## config.mk

```make
export PLATFORM = sky130hd
export DESIGN_NAME = trigger_sequencer_param_regs
export DESIGN_NICKNAME = d
export VERILOG_FILES = /design/src/logic/trigger_sequencer_param_regs.v
export VERILOG_INCLUDE_DIRS = /design/src /design/src/logic
export SDC_FILE = /design/constraint.sdc
export NUM_CORES = 1
export LEC_CHECK = 0
export BUFFER_PORTS_ARGS = -buffer_cell sky130_fd_sc_hd__buf_2
export CORE_UTILIZATION = 27
export DETAILED_ROUTE_END_ITERATION = 16
export SKIP_LAST_GASP = 1
export SYNTH_ARGS = -nofsm -noshare
export SYNTH_HDL_FRONTEND = slang
export SYNTH_SLANG_ARGS = --single-unit
```

## constraint.sdc

```tcl
create_clock -name clk_sys_i -period 14.6 [get_ports clk_sys_i]
set_input_delay 2.92 -clock clk_sys_i [delete_from_list [all_inputs] [get_ports clk_sys_i]]
set_output_delay 2.92 -clock clk_sys_i [all_outputs]
set_load 0.1 [all_outputs]
```

## src/logic/trigger_sequencer_map.vh

```
`ifndef TRIGGER_SEQUENCER_MAP_VH
`define TRIGGER_SEQUENCER_MAP_VH

// ----------------------------------------------------------------------------
// Register byte addresses.
// ----------------------------------------------------------------------------
`define TSQ_ADDR_CONTROL      8'h00
`define TSQ_ADDR_TIMER0_LIM   8'h04
`define TSQ_ADDR_TIMER1_LIM   8'h08
`define TSQ_ADDR_STEP_DLY     8'h0C
`define TSQ_ADDR_COUNTER0_LIM 8'h10
`define TSQ_ADDR_COUNTER1_LIM 8'h14
`define TSQ_ADDR_HOLD         8'h18
`define TSQ_ADDR_ADJUST       8'h1C
`define TSQ_ADDR_LITERAL      8'h20
`define TSQ_ADDR_QUEUE_PTR    8'h24
`define TSQ_ADDR_ADC_CHSEL    8'h28
`define TSQ_ADDR_QUEUE_BASE   8'h40

// ----------------------------------------------------------------------------
// Field positions and widths.
// ----------------------------------------------------------------------------
`define TSQ_CTRL_ENABLE_BIT   0
`define TSQ_CTRL_START_BIT    1
`define TSQ_CTRL_SDEN_BIT     2
`define TSQ_CTRL_BUSY_BIT     3
`define TSQ_QPTR_WIDTH        5
`define TSQ_QUEUE_REGS        8

// ----------------------------------------------------------------------------
// Reset values.
// ----------------------------------------------------------------------------
`define TSQ_RESET_VALUE       16'h0000
`define TSQ_QPTR_RESET        5'h00

// ----------------------------------------------------------------------------
// Command codes, options and AXI responses.
// ----------------------------------------------------------------------------
`define TSQ_CMD_CONTROL       4'h0
`define TSQ_CMD_ADDCOPY       4'h1
`define TSQ_OPT_SD_OFF        4'h2
`define TSQ_OPT_SD_ON         4'h6
`define TSQ_OPT_TIMER0        4'h8
`define TSQ_OPT_TIMER1        4'h9
`define TSQ_OPT_LIT_CHSEL     4'hE
`define TSQ_RESP_OKAY         2'h0
`define TSQ_RESP_SLVERR       2'h2

`endif

```

## src/logic/trigger_sequencer_param_regs.v

```verilog
// Chosen here: the AXI4-Lite slave port and the placing of the registers.
`timescale 1ns/1ps
`include "trigger_sequencer_map.vh"

module trigger_sequencer_param_regs (
    input  wire        clk_sys_i,      // System clock, 20 MHz.
    input  wire        srst_i,         // Synchronous reset, active high.
    input  wire        ce_i,           // Clock enable; low freezes all state.
    input  wire [7:0]  s_axi_awaddr,   // Write address.
    input  wire        s_axi_awvalid,  // Write address valid.
    output reg         s_axi_awready,  // Write address ready.
    input  wire [31:0] s_axi_wdata,    // Write data.
    input  wire [3:0]  s_axi_wstrb,    // Write byte strobes.
    input  wire        s_axi_wvalid,   // Write data valid.
    output reg         s_axi_wready,   // Write data ready.
    output reg  [1:0]  s_axi_bresp,    // Write response.
    output reg         s_axi_bvalid,   // Write response valid.
    input  wire        s_axi_bready,   // Write response ready.
    input  wire [7:0]  s_axi_araddr,   // Read address.
    input  wire        s_axi_arvalid,  // Read address valid.
    output reg         s_axi_arready,  // Read address ready.
    output reg  [31:0] s_axi_rdata,    // Read data.
    output reg  [1:0]  s_axi_rresp,    // Read response.
    output reg         s_axi_rvalid,   // Read data valid.
    input  wire        s_axi_rready,   // Read data ready.
    output reg  [15:0] adc_chsel_o,    // ADC channel select value.
    output reg         adc_chsel_wr_o  // One-cycle strobe when channel select is written.
);

    // ------------------------------------------------------------------------
    // Storage.
    // ------------------------------------------------------------------------
    reg  [15:0] timer0_limit_r;      // Timer 0 limit.
    reg  [15:0] timer1_limit_r;      // Timer 1 limit.
    reg  [15:0] step_delay_limit_r;  // Step delay limit.
    reg  [15:0] counter0_limit_r;    // Counter 0 limit.
    reg  [15:0] counter1_limit_r;    // Counter 1 limit.
    reg  [15:0] hold_value_r;        // Copy source.
    reg  [15:0] adjust_value_r;      // Add source.
    reg  [15:0] literal_value_r;     // Literal for channel select.
    reg  [4:0]  queue_pointer_r;     // Current step index.
    reg  [15:0] step_queue_r [0:7];  // Sixteen command bytes, no reset.
    reg         seq_enable_r;        // Sequencer enable.
    reg         seq_start_r;         // Sequencer start.
    reg         sd_enable_r;         // Step delay timer enable.
    reg  [15:0] delay_cnt_r;         // Step delay counter.
    reg  [15:0] timer_cnt_r;         // Shared timer for timer waits.
    reg         timer_wait_r;        // A timer wait is under way.
    reg  [15:0] counter0_r;          // Loop counter 0.
    reg  [15:0] counter1_r;          // Loop counter 1.

    // Write channel staging.
    reg         aw_held_r;           // Write address captured.
    reg  [7:0]  aw_addr_r;           // Captured write address.
    reg         w_held_r;            // Write data captured.
    reg  [31:0] w_data_r;            // Captured write data.
    reg  [3:0]  w_strb_r;            // Captured strobes.

    // ------------------------------------------------------------------------
    // Decode of the current step.
    // ------------------------------------------------------------------------
    // Control stays writable while locked, so software can stop the run.
    // The lock spans parameter, pointer and queue registers.
    wire        locked  = seq_enable_r & seq_start_r;
    wire        running = locked;
    // Pointer bits 3:1 pick the word, the low bit the byte; bit 4 is ignored.
    wire [15:0] cur_word = step_queue_r[queue_pointer_r[3:1]];
    wire [7:0]  cur_step = queue_pointer_r[0] ? cur_word[15:8]
                                              : cur_word[7:0];
    wire [3:0]  cmd = cur_step[7:4];
    wire [3:0]  opt = cur_step[3:0];
    wire        is_t0 = (cmd == `TSQ_CMD_CONTROL) && (opt == `TSQ_OPT_TIMER0);
    wire        is_t1 = (cmd == `TSQ_CMD_CONTROL) && (opt == `TSQ_OPT_TIMER1);
    // Timer 1 limit applies unless the step names timer 0.
    wire [15:0] t_lim = is_t0 ? timer0_limit_r : timer1_limit_r;
    // A timer wait ends when the shared count meets the named limit.
    wire        timer_done = timer_wait_r && (timer_cnt_r == t_lim);
    // With the delay on, a step without a timer wait lasts the limit plus one clock.
    // With it off, a step without a timer wait completes in its first clock.
    wire        delay_done = !sd_enable_r || (delay_cnt_r == step_delay_limit_r);
    wire        step_done = running && delay_done &&
                            (!(is_t0 || is_t1) || timer_done);
    // A write lands once address and data are held and b is free.
    wire        do_write = aw_held_r && w_held_r && !s_axi_bvalid;
    wire        wr_ok = do_write && !locked;
    // Strobes widen to a bit mask; lanes 0 and 1 reach storage.
    wire [31:0] wmask = {{8{w_strb_r[3]}}, {8{w_strb_r[2]}},
                         {8{w_strb_r[1]}}, {8{w_strb_r[0]}}};
    wire [15:0] wnew = w_data_r[15:0];
    wire [15:0] wm16 = wmask[15:0];

    // Merges a masked write into a 16-bit register.
    function [15:0] merge16;
        input [15:0] old_v;
        input [15:0] new_v;
        input [15:0] m;
        begin
            merge16 = (old_v & ~m) | (new_v & m);
        end
    endfunction

    // Copy or add source for the step, per option.
    wire [15:0] src_val = opt[3] ? hold_value_r : adjust_value_r;
    // Reserved add or copy options act as no-ops.
    wire        is_ac   = step_done && (cmd == `TSQ_CMD_ADDCOPY) &&
                          (opt[2:0] <= 3'h5);

    // Returns the new target value of an add or copy.
    function [15:0] apply;
        input [15:0] old_v;
        begin
            apply = opt[3] ? src_val : old_v + src_val;
        end
    endfunction

    // ------------------------------------------------------------------------
    // Parameter registers: software writes when unlocked, steps when running.
    // ------------------------------------------------------------------------
    always @(posedge clk_sys_i) begin
        if (srst_i) begin
            // Reset clears parameters and stops the sequencer.
            timer0_limit_r     <= `TSQ_RESET_VALUE;
            timer1_limit_r     <= `TSQ_RESET_VALUE;
            step_delay_limit_r <= `TSQ_RESET_VALUE;
            counter0_limit_r   <= `TSQ_RESET_VALUE;
            counter1_limit_r   <= `TSQ_RESET_VALUE;
            hold_value_r       <= `TSQ_RESET_VALUE;
            adjust_value_r     <= `TSQ_RESET_VALUE;
            literal_value_r    <= `TSQ_RESET_VALUE;
            seq_enable_r       <= 1'b0;
            seq_start_r        <= 1'b0;
        end else if (ce_i) begin
            // Control is always writable so software can stop the sequencer.
            if (do_write && aw_addr_r == `TSQ_ADDR_CONTROL && w_strb_r[0]) begin
                seq_enable_r <= w_data_r[`TSQ_CTRL_ENABLE_BIT];
                seq_start_r  <= w_data_r[`TSQ_CTRL_START_BIT];
            end
            if (wr_ok) begin
                // Software path, only when not locked.
                case (aw_addr_r)
                    `TSQ_ADDR_TIMER0_LIM:   timer0_limit_r <= merge16(timer0_limit_r, wnew, wm16);
                    `TSQ_ADDR_TIMER1_LIM:   timer1_limit_r <= merge16(timer1_limit_r, wnew, wm16);
                    `TSQ_ADDR_STEP_DLY:
                        step_delay_limit_r <= merge16(step_delay_limit_r, wnew, wm16);
                    `TSQ_ADDR_COUNTER0_LIM:
                        counter0_limit_r <= merge16(counter0_limit_r, wnew, wm16);
                    `TSQ_ADDR_COUNTER1_LIM:
                        counter1_limit_r <= merge16(counter1_limit_r, wnew, wm16);
                    `TSQ_ADDR_HOLD:         hold_value_r <= merge16(hold_value_r, wnew, wm16);
                    `TSQ_ADDR_ADJUST:       adjust_value_r <= merge16(adjust_value_r, wnew, wm16);
                    `TSQ_ADDR_LITERAL:      literal_value_r <= merge16(literal_value_r, wnew, wm16);
                    default: begin
                        // Other addresses are handled elsewhere.
                    end
                endcase
            end else if (is_ac) begin
                // Step path: option low bits pick the target.
                case (opt[2:0])
                    3'h0:    counter0_limit_r   <= apply(counter0_limit_r);
                    3'h1:    counter1_limit_r   <= apply(counter1_limit_r);
                    3'h2:    timer0_limit_r     <= apply(timer0_limit_r);
                    3'h3:    timer1_limit_r     <= apply(timer1_limit_r);
                    3'h4:    step_delay_limit_r <= apply(step_delay_limit_r);
                    // Option five: the literal.
                    default: literal_value_r    <= apply(literal_value_r);
                endcase
            end
        end
    end

    // ------------------------------------------------------------------------
    // Step queue: no reset term, so contents survive every reset.
    // ------------------------------------------------------------------------
    // Each word has its own process; initial gives the power-up value.
    // No reset term reaches these flip-flops.
    genvar gi;
    generate
        for (gi = 0; gi < `TSQ_QUEUE_REGS; gi = gi + 1) begin : g_queue
            initial step_queue_r[gi] = `TSQ_RESET_VALUE;
            always @(posedge clk_sys_i) begin
                if (ce_i && wr_ok &&
                    aw_addr_r == (`TSQ_ADDR_QUEUE_BASE + gi * 4)) begin
                    step_queue_r[gi] <= merge16(step_queue_r[gi], wnew, wm16);
                end
            end
        end
    endgenerate

    // ------------------------------------------------------------------------
    // Step engine: pointer, delay, timer, jump counters, channel select.
    // ------------------------------------------------------------------------
    always @(posedge clk_sys_i) begin
        if (srst_i) begin
            // Reset returns the pointer to the first step.
            queue_pointer_r <= `TSQ_QPTR_RESET;
            sd_enable_r     <= 1'b0;
            delay_cnt_r     <= `TSQ_RESET_VALUE;
            timer_cnt_r     <= `TSQ_RESET_VALUE;
            timer_wait_r    <= 1'b0;
            counter0_r      <= `TSQ_RESET_VALUE;
            counter1_r      <= `TSQ_RESET_VALUE;
            adc_chsel_o     <= `TSQ_RESET_VALUE;
            adc_chsel_wr_o  <= 1'b0;
        end else if (ce_i) begin
            adc_chsel_wr_o <= 1'b0;
            // While stopped, the delay and timer counts clear and the pointer may load; loop counters keep their values.
            if (!running) begin
                delay_cnt_r  <= `TSQ_RESET_VALUE;
                timer_wait_r <= 1'b0;
                timer_cnt_r  <= `TSQ_RESET_VALUE;
                if (wr_ok && aw_addr_r == `TSQ_ADDR_QUEUE_PTR && w_strb_r[0])
                    queue_pointer_r <= w_data_r[4:0];
            end else if (!step_done) begin
                // Count the delay and the timer until the step completes.
                if (sd_enable_r && delay_cnt_r != step_delay_limit_r)
                    delay_cnt_r <= delay_cnt_r + 16'h0001;
                // The first clock of a wait clears the timer.
                if (is_t0 || is_t1) begin
                    if (!timer_wait_r) begin
                        timer_wait_r <= 1'b1;
                        timer_cnt_r  <= `TSQ_RESET_VALUE;
                    end else if (timer_cnt_r != t_lim) begin
                        timer_cnt_r <= timer_cnt_r + 16'h0001;
                    end
                end
            end else begin
                delay_cnt_r     <= `TSQ_RESET_VALUE;
                timer_wait_r    <= 1'b0;
                timer_cnt_r     <= `TSQ_RESET_VALUE;
                queue_pointer_r <= queue_pointer_r + 5'h01;
                case (cmd)
                    `TSQ_CMD_CONTROL: begin
                        if (opt == `TSQ_OPT_SD_OFF)
                            sd_enable_r <= 1'b0;
                        else if (opt == `TSQ_OPT_SD_ON)
                            sd_enable_r <= 1'b1;
                        else if (opt == `TSQ_OPT_LIT_CHSEL) begin
                            adc_chsel_o    <= literal_value_r;
                            adc_chsel_wr_o <= 1'b1;
                        end
                    end
                    // Plain jump to the command's low bit and option.
                    4'hA, 4'hB: queue_pointer_r <= {cmd[0], opt};
                    // Counted jump: loop until the limit, then fall through.
                    // The counter clears for the next loop.
                    4'hC, 4'hD: begin
                        if (counter0_r == counter0_limit_r) begin
                            counter0_r <= `TSQ_RESET_VALUE;
                        end else begin
                            counter0_r      <= counter0_r + 16'h0001;
                            queue_pointer_r <= {cmd[0], opt};
                        end
                    end
                    // Same for the second loop counter.
                    4'hE, 4'hF: begin
                        if (counter1_r == counter1_limit_r) begin
                            counter1_r <= `TSQ_RESET_VALUE;
                        end else begin
                            counter1_r      <= counter1_r + 16'h0001;
                            queue_pointer_r <= {cmd[0], opt};
                        end
                    end
                    default: begin
                        // Other commands act outside this block or as no-ops.
                    end
                endcase
            end
        end
    end

    // ------------------------------------------------------------------------
    // AXI4-Lite write path.
    // ------------------------------------------------------------------------
    always @(posedge clk_sys_i) begin
        if (srst_i) begin
            aw_held_r     <= 1'b0;
            aw_addr_r     <= 8'h00;
            w_held_r      <= 1'b0;
            w_data_r      <= 32'h0000_0000;
            w_strb_r      <= 4'h0;
            s_axi_awready <= 1'b0;
            s_axi_wready  <= 1'b0;
            s_axi_bvalid  <= 1'b0;
            s_axi_bresp   <= `TSQ_RESP_OKAY;
        end else if (ce_i) begin
            // Readies pulse one clock, only while the slot is empty.
            s_axi_awready <= !aw_held_r && !s_axi_awready && s_axi_awvalid;
            s_axi_wready  <= !w_held_r && !s_axi_wready && s_axi_wvalid;
            if (s_axi_awvalid && s_axi_awready) begin
                aw_held_r <= 1'b1;
                aw_addr_r <= s_axi_awaddr;
            end
            if (s_axi_wvalid && s_axi_wready) begin
                w_held_r <= 1'b1;
                w_data_r <= s_axi_wdata;
                w_strb_r <= s_axi_wstrb;
            end
            // The response follows both halves of the write.
            if (do_write) begin
                // Locked writes get the same response as unlocked ones; value is kept unless the target is control.
                aw_held_r    <= 1'b0;
                w_held_r     <= 1'b0;
                s_axi_bvalid <= 1'b1;
                s_axi_bresp  <= (aw_addr_r[7:2] <= 6'h0A ||
                                 (aw_addr_r >= `TSQ_ADDR_QUEUE_BASE &&
                                  aw_addr_r < 8'h60)) ? `TSQ_RESP_OKAY : `TSQ_RESP_SLVERR;
            end else if (s_axi_bvalid && s_axi_bready) begin
                s_axi_bvalid <= 1'b0;
            end
        end
    end

    // ------------------------------------------------------------------------
    // AXI4-Lite read path; mapped reads return current contents, locked or not; other addresses give zero and SLVERR.
    // ------------------------------------------------------------------------
    always @(posedge clk_sys_i) begin
        if (srst_i) begin
            s_axi_arready <= 1'b0;
            s_axi_rvalid  <= 1'b0;
            s_axi_rdata   <= 32'h0000_0000;
            s_axi_rresp   <= `TSQ_RESP_OKAY;
        end else if (ce_i) begin
            // An address is taken only while no read data waits.
            s_axi_arready <= !s_axi_rvalid && !s_axi_arready && s_axi_arvalid;
            if (s_axi_arvalid && s_axi_arready) begin
                s_axi_rvalid <= 1'b1;
                s_axi_rresp  <= `TSQ_RESP_OKAY;
                case (s_axi_araddr)
                    `TSQ_ADDR_CONTROL:
                        s_axi_rdata <= {28'h0000000, locked, sd_enable_r,
                                        seq_start_r, seq_enable_r};
                    `TSQ_ADDR_TIMER0_LIM:   s_axi_rdata <= {16'h0000, timer0_limit_r};
                    `TSQ_ADDR_TIMER1_LIM:   s_axi_rdata <= {16'h0000, timer1_limit_r};
                    `TSQ_ADDR_STEP_DLY:     s_axi_rdata <= {16'h0000, step_delay_limit_r};
                    `TSQ_ADDR_COUNTER0_LIM: s_axi_rdata <= {16'h0000, counter0_limit_r};
                    `TSQ_ADDR_COUNTER1_LIM: s_axi_rdata <= {16'h0000, counter1_limit_r};
                    `TSQ_ADDR_HOLD:         s_axi_rdata <= {16'h0000, hold_value_r};
                    `TSQ_ADDR_ADJUST:       s_axi_rdata <= {16'h0000, adjust_value_r};
                    `TSQ_ADDR_LITERAL:      s_axi_rdata <= {16'h0000, literal_value_r};
                    `TSQ_ADDR_QUEUE_PTR:    s_axi_rdata <= {27'h0000000, queue_pointer_r};
                    `TSQ_ADDR_ADC_CHSEL:    s_axi_rdata <= {16'h0000, adc_chsel_o};
                    default: begin
                        // Eight queue words at consecutive word addresses.
                        if (s_axi_araddr >= `TSQ_ADDR_QUEUE_BASE && s_axi_araddr < 8'h60) begin
                            s_axi_rdata <= {16'h0000, step_queue_r[s_axi_araddr[4:2]]};
                        end else begin
                            s_axi_rdata <= 32'h0000_0000;
                            s_axi_rresp <= `TSQ_RESP_SLVERR;
                        end
                    end
                endcase
            end else if (s_axi_rvalid && s_axi_rready) begin
                s_axi_rvalid <= 1'b0;
            end
        end
    end

endmodule

```

# [Word-level counts from Yosys, hierarchy flattened]
# Memories as Yosys holds them, arrays and structs flattened. A register that Yosys moved wholly into a read port is not among the register bits.
# Cells that the tools add are included.
[word_totals] regBits=287 ramBits=128 output_inout_bits=58 memories=1
[op_classes] n_addsub=11 n_lt_le_gt_ge=6 n_eq_ne=60 n_mux=112 bitwise=37 n_reduce_logical=104
[mem_list] memory="step_queue_r" words=8 word_bits=16 read_ports=10 rd_ports_with_merged_regs=1 write_ports=1 line="trigger_sequencer_param_regs.v:42" text="reg [15:0] step_queue_r [0:7];"
[ops] cell="16-bit 2-to-1 mux" count=50
[ops] cell="16-bit AND" count=17
[ops] cell="16-bit bitwise OR" count=16
[ops] cell="16-bit one-hot mux with 11 select lines" count=1
[ops] cell="16-bit OR reduction" count=7
[ops] cell="16-bit adder" count=6
[ops] cell="16-bit by 1-bit adder with 16-bit output (second input constant)" count=4
[ops] cell="16-bit equality test" count=4
[ops] cell="8-bit by 5-bit equality test with 1-bit output (second input constant)" count=8
[ops] cell="8-bit by 7-bit equality test with 1-bit output (second input constant)" count=8
[ops] cell="1-bit 2-to-1 mux" count=42
[ops] cell="8-bit by 6-bit equality test with 1-bit output (second input constant)" count=5
[ops] cell="1-bit logical AND" count=37
[ops] cell="4-bit equality test (second input constant)" count=9
[ops] cell="8-bit by 4-bit equality test with 1-bit output (second input constant)" count=4
[ops] cell="16-bit inequality test" count=2
[ops] cell="4-bit AND reduction" count=8
[ops] cell="3-bit 2-to-1 mux" count=9
[ops] cell="5-bit 2-to-1 mux" count=5
[ops] cell="2-bit nonzero test" count=12
[ops] cell="2-bit AND reduction" count=11
[ops] cell="8-bit by 3-bit equality test with 1-bit output (second input constant)" count=2
[ops] cell="8-bit by 7-bit greater-or-equal comparator with 1-bit output (second input constant)" count=2
[ops] cell="8-bit zero test" count=2
[ops] cell="29 further kinds" count=59

# [Longest topological paths before layout]
[depth] ltp_word=15 depth_mapped=25

# [Worst setup path before layout]
# No wires, ideal clock.
[synth_path] kind="register to register" startpoint="register with a tool-made name" endpoint="register with a tool-made name" setup_time_ns=0.091 t_arrival_ns=5.083 slack_ns=9.426 path_stages_with_launch=25 n_path_buf=7 period_less_slack_ns=5.174 cell_sequence="dfxtp_1 > buf_2 > buf_1 > buf_2 > buf_2 > mux2_2 > o21ai_1 > clkbuf_1 > buf_1 > buf_1 > nand2_1 > nand2_1 > ha_1 > inv_1 > fa_1 > nor2b_1 > o21ai_0 > a21boi_0 > o211ai_1 > a21o_1 > a31oi_1 > a31oi_1 > xnor2_1 > o21ai_0 > a311oi_1"

==> flow_metrics.py <==
metrics = {
    "placed_design": {
        "io_buffer_count": 81,
        "preCtsSetupSlack_ns": 8.38,
        "place_congestion": 0.957,
        "hpwl_um": 59600,
    },
    "clocking": {
        "clk_path_buf_depth": 3,
        "cts-resized-gates": 0,
        "hold_buffers": 0,
        "cts_setup_buffers": 0,
        "clk_latency_ns": 0.60,
        "clock_sinks": 400,
        "clk_pin_slew_ns": 0.06,
        "cts_buffers": 45,
        "htreeDepth": 2,
        "ctsRootBufferMaster": "clkbuf_16",
        "cts_tree": "done",
    },
    "drt": {
        "drt-initial-drc-count": 2207,
        "drcViolationCount": 0,
        "routed_wl_um": 80900,
        "wl_met1_um": 36300,
        "wl_per_cell_um": 21.3,
        "ant_nets": 0,
        "routed-via-count": 20273,
        "maxUsedRoutingLayer": "met4",
        "met2_wirelength_um": 35100,
        "wl_met3_um": 6700,
        "drt_first_pass_iters": 6,
        "via_per_inst": 5.35,
    },
    "global_route": {
        "grt_pass1_wl_um": 122000,
        "grt_max_degree": 75,
        "antenna_found_initial": 2,
        "grt_use_total": 0.178,
        "grt-ovfl-total": 0,
        "grt_pass1_vias": 19162,
    },
    "timing": {
        "maxSlewHeadroom": 0.170,
        "finalHoldViolCount": 0,
        "slew_viol_final": 0,
        "rsz0062_at_grt": "false",
        "tightest_slew_ns": 1.24,
        "worst_hold_slack_ns": 0.448,
        "fmax_mhz": 165,
        "worst_slack_ns": 8.55,
        "tns_ns": 0,
        "fin_skew_ns": 0.0353,
        "min_period_over_period": 0.414,
        "period_minus_slack_ns": 6.05,
        "setup_viol": 0,
    },
    "die": {
        "core_area_um2": 87000,
        "die_x_um": 299,
        "start_util": 0.273,
        "dieArea_um2": 89300,
        "placementRows": 108,
        "pin_count": 118,
        "chipHeight_um": 299,
    },
    "setup_path": {
        "cp.arrival_ns": 6.46,
        "criticalPathCategory": "flip-flop to flip-flop",
        "cp_common_cell": "buf_4",
        "critPathTopFamily": "compound AO/OA/AOI/OAI gates",
        "startpoint_type": "flip-flop",
        "cp.buffers_inverters": 4,
        "slowest_stage": "a2111oi_0",
        "worstPathMaxFanout": 43,
        "slowest_delay_ns": 0.89,
        "cp.required_ns": 15.01,
        "path_cells": "buf_4, mux4_2, mux4_2, buf_4, mux2i_1, buf_4, inv_1, ha_1, a21o_1, a21o_1, a21oi_1, o21ai_0, a2111oi_0, o31ai_1, xor2_1, a31oi_1, a211oi_1",
        "crit_path_end_kind": "flip-flop",
    },
    "outcome": {
        "status": "complete, no violations",
    },
    "power": {
        "netSwitchingFraction": 0.233,
        "switchingPower_mw": 0.570,
        "power_frac_clock": 0.496,
        "ir_worst_vdd_mv": 0.0682,
        "intPower_mw": 1.88,
        "p_per_area_nw_per_um2": 91.0,
        "power_leakage_nw": 9.61,
        "comb_power_share": 0.035,
        "power.share.sequential": 0.469,
    },
    "synth": {
        "synthArstFlopShare": 0,
        "ys_seq_area_frac": 0.391,
        "synth_cell_types": 74,
        "avgSynthCellArea_um2": 9.26,
        "syn_area_um2": 23800,
        "ys.flop_type": "dfxtp_1",
        "yosys.area.top_type": "dfxtp_1",
        "ys_seq_elements": 400,
        "ys_warn_count": 0,
        "synth_top_area_share": 0.229,
        "ys_top_cells_by_area": "dfxtp_1 (23%), edfxtp_1 (16%), mux4_2 (6.2%), nor2_1 (5.3%), ha_1 (5.0%)",
        "postSynthCellCount": 2568,
        "synth_edf_count": 128,
    },
    "layout": {
        "layout_commonest_cell": "nor2_1",
        "fin_nets": 2759,
        "syn_to_final_growth_pct": 13.2,
        "antenna_cells": 0,
        "final_cell_mix": "nor2_1 (335), dfxtp_1 (271), nand2_1 (207), a21oi_1 (200), edfxtp_1 (128)",
        "drive_gt1_frac": 0.111,
    },
    "hold_path": {
        "hp-class": "flip-flop to flip-flop",
    },
    "job": {
        "maxCapViolations": 0,
    },
}
-- through the flow --
stage	util	std cells	area, um2	power (mW)
2_1_floorplan	-	2585	23800	1.24
3_3_place_gp	0.291	3706	25300	1.26
3_5_place_dp	0.291	3706	25300	1.26
4_1_cts	0.309	3788	26900	2.47
5_1_grt	0.309	3788	26900	2.51
6_report	0.309	3788	26900	2.45
-- layout make-up --
class	count	area, um2
multi-input cells	1988	13700
clock inverters	26	335
well taps	1155	1450
fillers	9153	60100
clock buffers	56	1250
repair buffers	123	727
flip-flops and latches	400	9290
inverters	40	150
-- Yosys cell counts (all sizes together) (21+ instances only) --
| library cell | count |
|---|---|
| dfxtp | 272 |
| and2 | 21 |
| a31oi | 31 |
| nor3 | 54 |
| xnor2 | 124 |
| ha | 95 |
| a21oi | 201 |
| a21o | 52 |
| edfxtp | 128 |
| and3 | 35 |
| nand3 | 69 |
| a22oi | 52 |
| nor2 | 337 |
| xor2 | 61 |
| inv | 40 |
| nand4 | 37 |
| o21ai | 121 |
| clkbuf | 98 |
| nand2 | 208 |
| buf | 59 |
| nor2b | 21 |
| a211oi | 47 |
| mux4 | 66 |
| mux2i | 110 |
-- worst reg2reg max path, stage by stage (launching register included) --
cell and delay [ns]:
dfxtp_2 0.31, buf_4 0.49, mux4_2 0.69, mux4_2 0.50
buf_4 0.32, mux2i_1 0.26, buf_4 0.20, inv_1 0.16
ha_1 0.31, a21o_1 0.16, a21o_1 0.20, a21oi_1 0.25
o21ai_0 0.30, a2111oi_0 0.89, o31ai_1 0.28, xor2_1 0.20
a31oi_1 0.24, a211oi_1 0.10
-- path summary, 6_finish.rpt --
path,from,to,slack (ns),cells after the start
setup reg to reg,flip-flop,flip-flop,8.55,17
setup / recovery,flip-flop,flip-flop,8.55,17
hold reg to reg,s_axi_rdata[11],s_axi_rdata[11],0.45,2
hold / removal,s_axi_rdata[11],s_axi_rdata[11],0.45,2
-- per-layer routing --
layer | GRT usage | up-vias
li1 | - | 9505
met1 | 0.252 | 9719
met4 | 0.0678 | 0
met5 | 0 | -
met3 | 0.0278 | 145
met2 | 0.272 | 904
-- power by group through the flow --
stage	clock network [mW]	logic, mW	registers [mW]
CTS	1.23	0.0852	1.15
floorplan	0	0.0564	1.18
global placement	0	0.0850	1.17
detailed placement	0	0.0851	1.17
global route	1.27	0.0894	1.15
finish	1.22	0.0854	1.15
-- logic make-up (layout without fill, tap and decap cells) --
family                   count (synthesis)  after routing  share of synthesized area
buffers and inverters                  197            245                     0.0356
multiplexers                           182            182                      0.112
AO/OA/AOI/OAI                          631            631                      0.170
adder cells (fa/ha/maj)                101            101                     0.0550
XOR/XNOR                               185            185                     0.0681
other                                    1             18                   0.000158
AND/OR/NAND/NOR                        871            871                      0.169
flip-flops                             400            400                      0.391
(Power assumes the default switching activity.)
